$ cat src/hdl/uasi_pkg.sv
/*
 * Shared constants for the USB attach and status interrupt block.
 * Assumes a single 100 MHz clock and a 32-bit Avalon-MM register port.
 */
package uasi_pkg;
	localparam int CLK_HZ = 100_000_000;
	localparam int SAMPLE_MS = 20;
	localparam int SAMPLE_CYC = CLK_HZ / 1000 * SAMPLE_MS;
	localparam int STARTUP_MS = 5;
	localparam int STARTUP_CYC = CLK_HZ / 1000 * STARTUP_MS;
	localparam int I2C_KHZ = 100;
	localparam int I2C_HALF_CYC = CLK_HZ / (2 * I2C_KHZ * 1000);
	localparam int CNT_W = 24;
	localparam int GPIO_W = 6;
	localparam int EV_W = 4;
	localparam int ADR_W = 5;

	localparam logic [4:0] ADR_CFG8 = 5'h00;
	localparam logic [4:0] ADR_CFG9 = 5'h04;
	localparam logic [4:0] ADR_GPOUT = 5'h08;
	localparam logic [4:0] ADR_STAT = 5'h0C;
	localparam logic [4:0] ADR_IRQ_ST = 5'h10;
	localparam logic [4:0] ADR_IRQ_CLR = 5'h14;
	localparam logic [4:0] ADR_IRQ_EN = 5'h18;
	localparam logic [4:0] ADR_REPORT = 5'h1C;

	localparam int CFG8_MEDIA_EN = 0;
	localparam int CFG8_ATA_ALWAYS = 4;
	localparam int CFG8_PU_GPIN = 7;
	localparam logic [7:0] CFG8_RST = 8'h00;
	localparam logic [5:0] CFG9_RST = 6'h3F;
	localparam logic [5:0] GPOUT_RST = 6'h00;
	localparam logic [3:0] IRQ_EN_RST = 4'h0;

	localparam int RPT_PU_BIT = 2;
	localparam int RPT_BP_BIT = 8;
	localparam int RPT_HS_BIT = 9;

	localparam int EV_SREQ = 0;
	localparam int EV_SENT = 1;
	localparam int EV_NAK = 2;
	localparam int EV_VBUS = 3;

	localparam int ST_PEND = 0;
	localparam int ST_PULLUP = 1;
	localparam int ST_VBUS = 2;
	localparam int ST_I2C = 3;
	localparam int ST_READY = 4;
	localparam int ST_ATA_ACT = 5;
endpackage

$ cat src/hdl/uasi_tmr_if.sv
/*
 * Carries startup and sampling state from the timer to the main block.
 * Assumes both ends run on the same clock.
 */
`timescale 1ns/1ps
`default_nettype none
interface uasi_tmr_if;
	logic ready;
	logic vbus_smp;
	logic smp_tick;
	logic scl_low;
	modport timer (output ready, output vbus_smp, output smp_tick, output scl_low);
	modport user (input ready, input vbus_smp, input smp_tick, input scl_low);
endinterface
`default_nettype wire

$ cat src/hdl/uasi_timer.sv
/*
 * Startup interval, configuration clock phase and periodic enable sampling.
 * Assumes inputs synchronous to ref_clk and a synchronous active-high reset.
 */
`timescale 1ns/1ps
`default_nettype none
module uasi_timer #(
	parameter int STARTUP_CYC = uasi_pkg::STARTUP_CYC,
	parameter int SAMPLE_CYC = uasi_pkg::SAMPLE_CYC
) (
	input wire logic ref_clk,
	input wire logic srst,
	input wire logic bus_power_ata_enable_in,
	uasi_tmr_if.timer t
);
	localparam logic [uasi_pkg::CNT_W-1:0] START_LAST = uasi_pkg::CNT_W'(STARTUP_CYC - 1);
	localparam logic [uasi_pkg::CNT_W-1:0] SMP_LAST = uasi_pkg::CNT_W'(SAMPLE_CYC - 1);
	localparam logic [uasi_pkg::CNT_W-1:0] HALF_LAST =
		uasi_pkg::CNT_W'(uasi_pkg::I2C_HALF_CYC - 1);

	logic [uasi_pkg::CNT_W-1:0] cnt_reg;
	logic [uasi_pkg::CNT_W-1:0] half_reg;
	logic ready_reg;
	logic vbus_reg;
	logic scl_low_reg;
	logic tick_reg;

	wire cnt_end = ready_reg ? (cnt_reg == SMP_LAST) : (cnt_reg == START_LAST);
	wire half_end = half_reg == HALF_LAST;

	// Enable is taken once at the end of startup, then every sample period. [RQ16]
	always_ff @(posedge ref_clk) begin
		if (srst) begin
			cnt_reg <= '0;
			ready_reg <= 1'b0;
			vbus_reg <= 1'b0;
			tick_reg <= 1'b0;
		end else begin
			cnt_reg <= cnt_end ? '0 : cnt_reg + 1'b1;
			tick_reg <= cnt_end;
			if (cnt_end) begin
				ready_reg <= 1'b1;
				vbus_reg <= bus_power_ata_enable_in;
			end
		end
	end

	always_ff @(posedge ref_clk) begin
		if (srst) begin
			half_reg <= '0;
			scl_low_reg <= 1'b0;
		end else begin
			half_reg <= half_end ? '0 : half_reg + 1'b1;
			if (half_end)
				scl_low_reg <= ~scl_low_reg;
		end
	end

	assign t.ready = ready_reg;
	assign t.vbus_smp = vbus_reg;
	assign t.smp_tick = tick_reg;
	assign t.scl_low = scl_low_reg;
endmodule // uasi_timer
`default_nettype wire

$ cat src/hdl/uasi_top.sv
/*
 * USB attach gating and endpoint 1 status report with an Avalon-MM register port.
 * Assumes all inputs synchronous to ref_clk; the USB engine pulses ep1_poll per IN poll.
 */
// The address map and the Avalon-MM register port are this design's own decisions.
`timescale 1ns/1ps
`default_nettype none
// What this block does
// (RQ1) Config byte 8 bit 7 set turns the ATA pull-up control pin into an input.
// (RQ2) In input mode, that pin's level is reported in report byte 0 bit 2.
// (RQ3) Config byte 8 bit 4 zero: ATA pins active only while enable is sampled high.
// (RQ4) After reset, pull-up gating uses enable, media-detect enable bit and drive detect.
// (RQ5) Pull-up on only when enable is 1 and drive detected or media bit is 1.
// (RQ6) I2C lines driven only during the startup interval, idle afterwards.
// (RQ7) The system supplies one reference clock for all timing.
// (RQ8) Endpoint 1 polls are NAKed while no report is pending.
// (RQ9) With a report pending, a poll returns the 16-bit two-byte report.
// (RQ10) Report byte 1: bit 1 high speed, bit 0 bus powered, rest reserved.
// (RQ11) Report byte 0: GPIO 5..0 in bits 5..0, bits 7 and 6 reserved.
// (RQ12) GPIO not configured as input reports zero.
// (RQ13) Each GPIO direction is set individually from config byte 0x09.
// (RQ14) Service request makes a report pending for the next poll.
// (RQ15) The system holds service request low when button reporting is used.
// (RQ16) The enable input is sampled at startup and every 20 ms after.
// (RQ17) A sampled enable of zero releases the D+ pull-up.
// (RQ18) Returning a report clears the pending flag.
module uasi_top #(
	parameter int STARTUP_CYC = uasi_pkg::STARTUP_CYC,
	parameter int SAMPLE_CYC = uasi_pkg::SAMPLE_CYC
) (
	input wire logic ref_clk,
	input wire logic srst,
	input wire logic [4:0] avs_address,
	input wire logic avs_read,
	input wire logic avs_write,
	input wire logic [31:0] avs_writedata,
	output logic [31:0] avs_readdata,
	output logic avs_waitrequest,
	output logic irq,
	input wire logic bus_power_ata_enable_in,
	input wire logic ata_drive_detected,
	input wire logic usb_high_speed,
	input wire logic usb_bus_powered,
	input wire logic service_request_in,
	input wire logic ata_bus_busy,
	input wire logic [5:0] gpio_in,
	output logic [5:0] gpio_out,
	output logic [5:0] gpio_oe,
	input wire logic ata_pullup_ctrl_in,
	output logic ata_pullup_ctrl_out,
	output logic ata_pullup_ctrl_oe,
	output logic ata_pins_active,
	output logic usb_dp_pullup,
	input wire logic i2c_scl_in,
	output logic i2c_scl_out,
	output logic i2c_scl_oe,
	input wire logic i2c_sda_in,
	output logic i2c_sda_out,
	output logic i2c_sda_oe,
	input wire logic ep1_poll,
	output logic ep1_ack,
	output logic ep1_nak,
	output logic [15:0] ep1_data
);
	uasi_tmr_if tmr ();

	uasi_timer #(
		.STARTUP_CYC(STARTUP_CYC),
		.SAMPLE_CYC(SAMPLE_CYC)
	) u_timer (
		.ref_clk(ref_clk),
		.srst(srst),
		.bus_power_ata_enable_in(bus_power_ata_enable_in),
		.t(tmr.timer)
	);

	logic [7:0] cfg8_reg;
	logic [5:0] cfg9_reg;
	logic [5:0] gpout_reg;
	logic [3:0] irq_st_reg;
	logic [3:0] irq_st_next;
	logic [3:0] irq_en_reg;
	logic pend_reg;
	logic pend_next;
	logic vbus_d_reg;
	logic ack_reg;
	logic [31:0] rdata_reg;
	logic [31:0] rdata_next;
	logic ep1_ack_reg;
	logic ep1_nak_reg;
	logic [15:0] ep1_data_reg;
	logic [15:0] last_rpt_reg;

	// Register port: one wait state, the access completes on the second edge.
	wire req = avs_read | avs_write;
	wire done = req & ack_reg;
	wire wr_done = avs_write & ack_reg;
	wire hit_cfg8 = avs_address == uasi_pkg::ADR_CFG8;
	wire hit_cfg9 = avs_address == uasi_pkg::ADR_CFG9;
	wire hit_gpout = avs_address == uasi_pkg::ADR_GPOUT;
	wire hit_stat = avs_address == uasi_pkg::ADR_STAT;
	wire hit_irq_st = avs_address == uasi_pkg::ADR_IRQ_ST;
	wire hit_irq_clr = avs_address == uasi_pkg::ADR_IRQ_CLR;
	wire hit_irq_en = avs_address == uasi_pkg::ADR_IRQ_EN;
	wire hit_report = avs_address == uasi_pkg::ADR_REPORT;

	wire pu_gpin = cfg8_reg[uasi_pkg::CFG8_PU_GPIN];
	wire media_en = cfg8_reg[uasi_pkg::CFG8_MEDIA_EN];
	wire ata_always = cfg8_reg[uasi_pkg::CFG8_ATA_ALWAYS];

	// Pull-up held off until startup completes, then gated by the sampled enable.
	wire dp_pullup = tmr.ready & tmr.vbus_smp & (ata_drive_detected | media_en); // [RQ4] [RQ5] [RQ17]
	wire ata_act = ata_always | tmr.vbus_smp; // [RQ3]

	// Report assembly; reserved bits are zero.
	logic [15:0] report;
	genvar gi;
	generate
		for (gi = 0; gi < uasi_pkg::GPIO_W; gi++) begin : g_gpio
			// A 1 in a pin's bit of the direction byte marks an input; outputs report zero.
			wire gpio_bit = cfg9_reg[gi] & gpio_in[gi]; // [RQ12] [RQ13]
			if (gi == uasi_pkg::RPT_PU_BIT) begin : g_pu
				assign report[gi] = pu_gpin ? ata_pullup_ctrl_in : gpio_bit; // [RQ2]
			end else begin : g_plain
				assign report[gi] = gpio_bit; // [RQ11]
			end
			assign gpio_oe[gi] = ~cfg9_reg[gi]; // [RQ13]
		end
	endgenerate
	assign report[7:6] = 2'b00; // [RQ11]
	assign report[uasi_pkg::RPT_BP_BIT] = usb_bus_powered; // [RQ10]
	assign report[uasi_pkg::RPT_HS_BIT] = usb_high_speed; // [RQ10]
	assign report[15:10] = 6'h00; // [RQ10]

	// A poll is answered with data only while a report is pending.
	wire send = ep1_poll & pend_reg; // [RQ9]
	wire nak = ep1_poll & ~pend_reg; // [RQ8]

	// Service request wins over the clear from a returned report.
	assign pend_next = service_request_in | (pend_reg & ~send); // [RQ14] [RQ18]

	wire [3:0] events;
	assign events[uasi_pkg::EV_SREQ] = service_request_in & ~pend_reg;
	assign events[uasi_pkg::EV_SENT] = send;
	assign events[uasi_pkg::EV_NAK] = nak;
	assign events[uasi_pkg::EV_VBUS] = tmr.smp_tick & (tmr.vbus_smp ^ vbus_d_reg);

	wire [3:0] clr = (wr_done & hit_irq_clr) ? avs_writedata[3:0] : 4'h0;
	assign irq_st_next = (irq_st_reg & ~clr) | events;

	wire [5:0] stat = {ata_act, tmr.ready, ~tmr.ready, tmr.vbus_smp, dp_pullup, pend_reg};

	assign rdata_next =
		hit_cfg8 ? {24'h000000, cfg8_reg} :
		hit_cfg9 ? {26'h0000000, cfg9_reg} :
		hit_gpout ? {26'h0000000, gpout_reg} :
		hit_stat ? {26'h0000000, stat} :
		hit_irq_st ? {28'h0000000, irq_st_reg} :
		hit_irq_en ? {28'h0000000, irq_en_reg} :
		hit_report ? {16'h0000, last_rpt_reg} :
		32'h00000000;

	always_ff @(posedge ref_clk) begin
		if (srst) begin
			ack_reg <= 1'b0;
			rdata_reg <= 32'h00000000;
		end else begin
			ack_reg <= req & ~ack_reg;
			if (avs_read & ~ack_reg)
				rdata_reg <= rdata_next;
		end
	end

	always_ff @(posedge ref_clk) begin
		if (srst) begin
			cfg8_reg <= uasi_pkg::CFG8_RST;
			cfg9_reg <= uasi_pkg::CFG9_RST;
			gpout_reg <= uasi_pkg::GPOUT_RST;
			irq_en_reg <= uasi_pkg::IRQ_EN_RST;
		end else if (wr_done) begin
			if (hit_cfg8)
				cfg8_reg <= avs_writedata[7:0]; // [RQ1] [RQ3]
			else if (hit_cfg9)
				cfg9_reg <= avs_writedata[5:0]; // [RQ13]
			else if (hit_gpout)
				gpout_reg <= avs_writedata[5:0];
			else if (hit_irq_en)
				irq_en_reg <= avs_writedata[3:0];
		end
	end

	always_ff @(posedge ref_clk) begin
		if (srst) begin
			pend_reg <= 1'b0;
			irq_st_reg <= 4'h0;
			vbus_d_reg <= 1'b0;
		end else begin
			pend_reg <= pend_next;
			irq_st_reg <= irq_st_next;
			if (tmr.smp_tick)
				vbus_d_reg <= tmr.vbus_smp;
		end
	end

	// Answer strobes and data are registered one edge after the poll.
	always_ff @(posedge ref_clk) begin
		if (srst) begin
			ep1_ack_reg <= 1'b0;
			ep1_nak_reg <= 1'b0;
			ep1_data_reg <= 16'h0000;
			last_rpt_reg <= 16'h0000;
		end else begin
			ep1_ack_reg <= send; // [RQ9]
			ep1_nak_reg <= nak; // [RQ8]
			if (send) begin
				ep1_data_reg <= report; // [RQ9]
				last_rpt_reg <= report;
			end
		end
	end

	assign avs_waitrequest = req & ~ack_reg;
	assign avs_readdata = rdata_reg;
	assign irq = |(irq_st_reg & irq_en_reg);
	assign ep1_ack = ep1_ack_reg;
	assign ep1_nak = ep1_nak_reg;
	assign ep1_data = ep1_data_reg;
	assign gpio_out = gpout_reg;
	assign usb_dp_pullup = dp_pullup;
	assign ata_pins_active = ata_act;

	// In input mode, or while ATA pins are inactive, the pin is released; otherwise it shows ATA bus activity.
	assign ata_pullup_ctrl_out = ata_bus_busy;
	assign ata_pullup_ctrl_oe = ~pu_gpin & ata_act; // [RQ1]

	// Configuration clock is pulled low only during startup; data is left released.
	assign i2c_scl_out = 1'b0;
	assign i2c_scl_oe = ~tmr.ready & tmr.scl_low; // [RQ6]
	assign i2c_sda_out = 1'b0;
	assign i2c_sda_oe = 1'b0; // [RQ6]
endmodule // uasi_top
`default_nettype wire

$ cat config.mk
export PLATFORM = sky130hd
export DESIGN_NAME = uasi_top
export DESIGN_NICKNAME = d
export VERILOG_FILES = /design/src/hdl/uasi_pkg.sv /design/src/hdl/uasi_tmr_if.sv /design/src/hdl/uasi_timer.sv /design/src/hdl/uasi_top.sv
export SDC_FILE = /design/constraint.sdc
export NUM_CORES = 1
export LEC_CHECK = 0
export BUFFER_PORTS_ARGS = -buffer_cell sky130_fd_sc_hd__buf_4
export CAP_MARGIN = 20
export CORE_ASPECT_RATIO = 1.25
export CORE_UTILIZATION = 35
export CTS_BUF_LIST = sky130_fd_sc_hd__clkbuf_8
export CTS_CLUSTER_SIZE = 25
export DETAILED_ROUTE_END_ITERATION = 16
export SETUP_SLACK_MARGIN = 0.15
export SLEW_MARGIN = 30
export SYNTH_ARGS = -nofsm -noshare
export SYNTH_HDL_FRONTEND = slang
export SYNTH_SLANG_ARGS = --single-unit
$ cat constraint.sdc
create_clock -name ref_clk -period 3.83 [get_ports ref_clk]
set_input_delay 0.383 -clock ref_clk [delete_from_list [all_inputs] [get_ports ref_clk]]
set_output_delay 0.383 -clock ref_clk [all_outputs]
set_load 0.01 [all_outputs]
==> impl_metrics.yaml, run 1 <==
worst_setup_path:
  cp_max_fo: 9
  r2r_setup_slack_ns: 1.46
  crit_path_top_delay_cell: "or4_1"
  cp_data_arrival_time_ns: 2.66
  crit_start: "u_timer.cnt_reg[0]"
  crit_path_start_kind: "register"
  cp_cell_sequence: "ha_1 -> nand4_2 -> or4_1 -> or3_1 -> a211oi_2"
  critical-path-max-stage-delay_ns: 0.72
  crit_end: "u_timer.cnt_reg[18]"
  cp_num_buf_inv: 0
  worst-setup-path-type: "register to register"
  cp_num_cells: 5
  critPathRequiredTime_ns: 4.12
  path_delay_family: "simple AND/OR/NAND/NOR gates"
  r2r-end: "u_timer.cnt_reg[18]"
  reg2regPathDepth: 5
  end_kind: "register"
  reg2reg_from: "u_timer.cnt_reg[0]"
die:
  fp.dieW_um: 109
  die-area_mm2: 0.0147
  core_area_mm2: 0.0138
  io_pins: 129
  rows: 48
  initial_core_util: 0.360
  die_y_um: 135
power:
  ir_worst_vdd_mv: 0.218
  p_leak_uw: 0.00209
  p_per_area_mw_per_mm2: 355
clocking:
  clk_pin_slew_ns: 0.10
  cts_root_buffer: "clkbuf_8"
  cts_tree: "built"
  clock_latency_ns: 0.37
  htreeDepth: 3
  post_cts_buffers: 0
  clock_sinks: 103
  cts_resized: 0
  cts_buffers: 9
  cts_hold_buf: 0
  clk_path_buf_depth: 2
timing:
  max_freq_mhz: 422
  relSlewSlack: 0.398
  tightest_slew_ns: 0.903
  skew_ns: 0.0105
  hold_viol_final: 0
  final_max_slew_viol_count: 0
  period_needed_ns: 2.37
  rsz0062_at_grt: "false"
  finalSetupViolCount: 0
  hold_slack_ns: 0.228
  fin_crit_sh: 0.619
  setup_tns_ns: 0
detailed_routing:
  viasPerCell: 5.23
  remaining_drc_errors: 0
  dr.pass1.iters: 5
  wl_per_cell_um: 15.2
  vias: 4208
  drt_wl_total_mm: 12.2
  drt_iter0_drc: 310
  ant_nets: 0
final_layout:
  num_antenna_cells: 0
  drive_gt1_frac: 0.152
  area.growth.synth_to_final_pct: 14.1
  fin_util: 0.410
  nets: 684
  regArea_mm2: 0.00206
  multiInputGateArea_mm2: 0.00255
  fillers: 1404
  stdcell_count: 805
yosys:
  postSynthCellCount: 574
  synth-edff-count: 0
  synth_cell_types: 59
  yosysMostFrequentCell: "dfxtp_1"
  syn_area_mm2: 0.00497
  synth.area.top_cells: "dfxtp_1 (42%), buf_4 (5.3%), mux2i_1 (5.0%)"
  synth_area_per_cell_um2: 8.65
  yosysTopAreaCellShare: 0.415
  yosys_warnings: 0
  yosysTopAreaCell: "dfxtp_1"
  synthFlopType: "dfxtp_1"
  ys_ff_latch: 103
  synthTopCellsByCount: "dfxtp_1 (103), nor2_1 (61), buf_4 (35)"
  ys_seq_area_frac: 0.415
  async_flop_share: 0
global_route:
  track_usage: 0.170
  grt_pass1_wl_mm: 19.5
  antenna_found_initial: 0
  grt_overflow: 0
  grt_max_degree: 86
  grt_pass1_vias: 3856
placement:
  gp_congestion: 0.809
  place_hpwl_mm: 8.85
  io_buffers: 67
  place_inst: 789
run_status:
  outcome: "complete, no violations"
job:
  cap_violations: 0
hold_path:
  hold_class: "input pin to register"
[worst reg2reg max path, delay by kind of cell (launching register included)]
kind                       cells  cell delay [ns]
and+or+nand+nor                3             1.43
adders and majority gates      1             0.25
DFF                            1             0.41
AOI/OAI and AO/OA              1             0.21
[layout by cell type, fill, tap and decap left out, drive strengths merged, types with 11 or more instances in the layout]
| cell | Yosys | final |
|---|---|---|
| nand4 | 13 | 13 |
| inv | 24 | 26 |
| or4 | 14 | 14 |
| nor2 | 61 | 61 |
| dfxtp | 103 | 103 |
| or3 | 13 | 13 |
| o21ai | 20 | 20 |
| a211oi | 11 | 11 |
| buf | 41 | 70 |
| conb | 1 | 33 |
| xor2 | 14 | 14 |
| mux2i | 25 | 25 |
| nand2 | 34 | 34 |
| a21oi | 33 | 33 |
| nor3 | 26 | 26 |
| nand3 | 27 | 27 |
| xnor2 | 13 | 13 |
[worst min path at each step]
stage                             start             endpoint  slack [ns]  cells after the start
global placement    u_timer.half_reg[0]  u_timer.half_reg[0]        0.44                      1
floorplan           u_timer.half_reg[0]  u_timer.half_reg[0]        0.43                      1
detailed placement      avs_readdata[7]      avs_readdata[7]        0.45                      2
global route         service_request_in             pend_reg        0.24                      3
CTS                  service_request_in             pend_reg        0.21                      3
finish               service_request_in             pend_reg        0.23                      3
[power by group]
| group | leakage, uW | switching [uW] | internal, uW | total [uW] |
|---|---|---|---|---|
| Clock | 0.000111 | 384 | 370 | 754 |
| Combinational | 0.00115 | 92.0 | 58.2 | 150 |
| Sequential | 0.000834 | 17.9 | 1090 | 1110 |
| Total | 0.00209 | 494 | 1520 | 2010 |
[final cells by class]
class                           instances  area share
Inverter                               24      0.0159
Clock buffer                            9      0.0219
Tap cell                              175      0.0387
Clock inverter                          7      0.0172
Timing Repair Buffer                   70      0.0928
Multi-Input combinational cell        417       0.450
Sequential cell                       103       0.364
[logic make-up (layout without fill, tap and decap cells)]
family          after synthesis  in the layout  synth area share
simple gates                228            228             0.243
flops                       103            103             0.415
compound gates              101            101             0.139
buf+inv                      86            110            0.0962
xor+xnor                     27             27            0.0476
mux                          26             26            0.0527
fa+ha+maj                     2              2           0.00504
other cells                   1             33          0.000755
[layer usage]
metal | share of wire | track usage | up-vias | wire length [um]
met3 | 0.046 | 0.0236 | 14 | 562
met5 | 0 | 0 | - | 0
met1 | 0.46 | 0.228 | 1995 | 5610
met4 | 0.016 | 0.0623 | 0 | 201
li1 | - | - | 2085 | -
met2 | 0.48 | 0.275 | 114 | 5830
[stage by stage]
step / total power [uW] / setup slack (ns) / area, um2
floorplan: 1240 / 1.73 / 5090
global placement: 1280 / 1.53 / 5440
global route: 2100 / 1.29 / 5660
finish: 2010 / 1.46 / 5660
detailed placement: 1280 / 1.49 / 5440
CTS: 2030 / 1.44 / 5660
Note: power is estimated with default switching activity, not from simulation.
==> inputs of run 2 (changes only) <==
==> constraint.sdc (replaced) <==
create_clock -name ref_clk -period 2.2 [get_ports ref_clk]
set_input_delay 0.22 -clock ref_clk [delete_from_list [all_inputs] [get_ports ref_clk]]
set_output_delay 0.22 -clock ref_clk [all_outputs]
set_load 0.01 [all_outputs]
==> run 2 against run 1 <==
Against the previous run:
- final area grew 2.9%
- sequential power up 74%
- final cell count increased by 2.1%
- first-iteration DRC count is 5.5% higher
- setup slack worse by 1.2 ns
- clock power increased by 80%
- non-clock buffer count increased by 17
- via count increased by 1.5%
- wire length is 0.86% higher
- sequential cell count stayed put
- critical path type unchanged
- largest power group unchanged
==> impl_metrics.yaml, run 2 (synthesized netlist as in run 1, its figures left out) <==
run_status:
  outcome: "complete, no violations"
final_layout:
  final_cell_mix: "dfxtp_1 (101), buf_4 (86), nor2_1 (61), nand2_1 (34)"
  area.growth.synth_to_final_pct: 17.4
  final_common_cell: "dfxtp_1"
  num_antenna_cells: 0
  nets: 701
  drive_gt1_frac: 0.185
  fillers: 1410
  fin_util: 0.422
power:
  p_sw_uw: 873
  ir_worst_vdd_mv: 0.305
  intPower_uw: 2680
  p_per_area_mw_per_mm2: 610
  seqPwrFrac: 0.542
  p_leak_uw: 0.00219
  pwr-share-comb: 0.077
  clkPwrFrac: 0.381
  switching_share: 0.245
detailed_routing:
  drt_iter0_drc: 327
  drt_wl_total_mm: 12.3
  dr.pass1.iters: 5
  wl_per_cell_um: 15.0
  ant_nets: 0
  remaining_drc_errors: 0
  vias: 4272
  viasPerCell: 5.20
die:
  fp.dieW_um: 109
  core_area_mm2: 0.0138
  io_pins: 129
  rows: 48
  die_y_um: 135
  initial_core_util: 0.360
  die-area_mm2: 0.0147
clocking:
  clk_pin_slew_ns: 0.10
  clock_sinks: 103
  cts_buffers: 9
  clock_latency_ns: 0.38
  clk_path_buf_depth: 2
  cts_tree: "built"
  post_cts_buffers: 0
  cts_root_buffer: "clkbuf_8"
  htreeDepth: 3
  cts_hold_buf: 0
timing:
  setup_tns_ns: 0
  relSlewSlack: 0.617
  max_freq_mhz: 505
  final_max_slew_viol_count: 0
  finalSetupViolCount: 0
  fin_crit_sh: 0.899
  setup_ws_ns: 0.221
  hold_viol_final: 0
  period_needed_ns: 1.98
  tightest_slew_ns: 0.574
  skew_ns: 0.0115
  rsz0062_at_grt: "true"
worst_setup_path:
  cp_data_arrival_time_ns: 2.28
  r2r_setup_slack_ns: 0.22
  crit_path_start_kind: "register"
  cp_max_fo: 8
  cp_num_buf_inv: 0
  critical-path-max-stage-delay_ns: 0.58
  worst-setup-path-type: "register to register"
  path_delay_family: "simple AND/OR/NAND/NOR gates"
  critPathRequiredTime_ns: 2.51
  crit_path_top_delay_cell: "or4_4"
  end_kind: "register"
  cp_cell_sequence: "ha_2 -> nand4_4 -> or4_4 -> or3_1 -> a211oi_2"
global_route:
  grt_pass1_wl_mm: 19.8
  antenna_found_initial: 0
  track_usage: 0.173
  grt_max_degree: 54
  grt_overflow: 0
  grt_pass1_vias: 3930
placement:
  io_buffers: 67
  pre_cts_ws_ns: 0.0752
  place_hpwl_mm: 9.06
  gp_congestion: 0.840
job:
  cap_violations: 0
hold_path:
  hold_class: "input pin to register"
[run 2: cell types whose count changed in the layout (fill, tap and decap cells not counted), moves of 2 or more]
cell and change:
buf_4 +16, clkinv_4 -2, dfxtp_1 -2, dfxtp_2 +2, or4_1 -2, or4_4 +2
[run 2: routing by layer]
layer / vias up / routed length [um] / global-route usage
met1: 2027 / 5650 / 0.239
li1: 2121 / - / -
met5: - / 0 / 0
met3: 15 / 540 / 0.0212
met2: 109 / 5910 / 0.272
met4: 0 / 202 / 0.0691
[run 2: cell type report]
cell class,count,area (um2),area share
Inverter,24,90.1,0.0155
Tap cell,175,219,0.0376
Clock buffer,10,138,0.0236
Sequential cell,103,2060,0.354
Multi-Input combinational cell,417,2570,0.441
Clock inverter,6,90.1,0.0155
Timing Repair Buffer,87,657,0.113
[run 2: power groups by stage]
| stage | logic, uW | registers (uW) | clock network [uW] |
|---|---|---|---|
| 2_1_floorplan | 196 | 1970 | 0 |
| 3_5_place_dp | 274 | 1970 | 0 |
| 3_3_place_gp | 270 | 1970 | 0 |
| 6_report | 274 | 1930 | 1360 |
| 5_1_grt | 305 | 1930 | 1460 |
| 4_1_cts | 275 | 1930 | 1390 |
[run 2: tightest hold or removal path, stage by stage]
cell and delay, ns:
buf_4 0.09, a21oi_1 0.03, nor2_1 0.07
[run 2: path summary, 6_finish.rpt]
check | depth (start not counted) | startpoint | to
setup reg to reg | 5 | u_timer.cnt_reg[1] | u_timer.cnt_reg[18]
hold reg to reg | 2 | avs_readdata[7] | avs_readdata[7]
hold / removal | 3 | service_request_in | pend_reg
setup / recovery | 5 | u_timer.cnt_reg[1] | u_timer.cnt_reg[18]
[run 2: per-stage QoR]
stage                     total power (uW)  cells  hold WS [ns]  area (um2)
final                                 3560    822        0.0683        5830
after global routing                  3690    822        0.0729        5830
after CTS                             3590    822        0.0563        5820
after detailed placement              2240    806         0.440        5580
after global placement                2240    806         0.440        5580
after floorplan                       2160    606         0.337        5100
[run 2: timing repair]
action / CTS / global route
cloned: 0 / 0
endpoints found under the setup margin: 6 / 23
resized for setup: 2 / 4
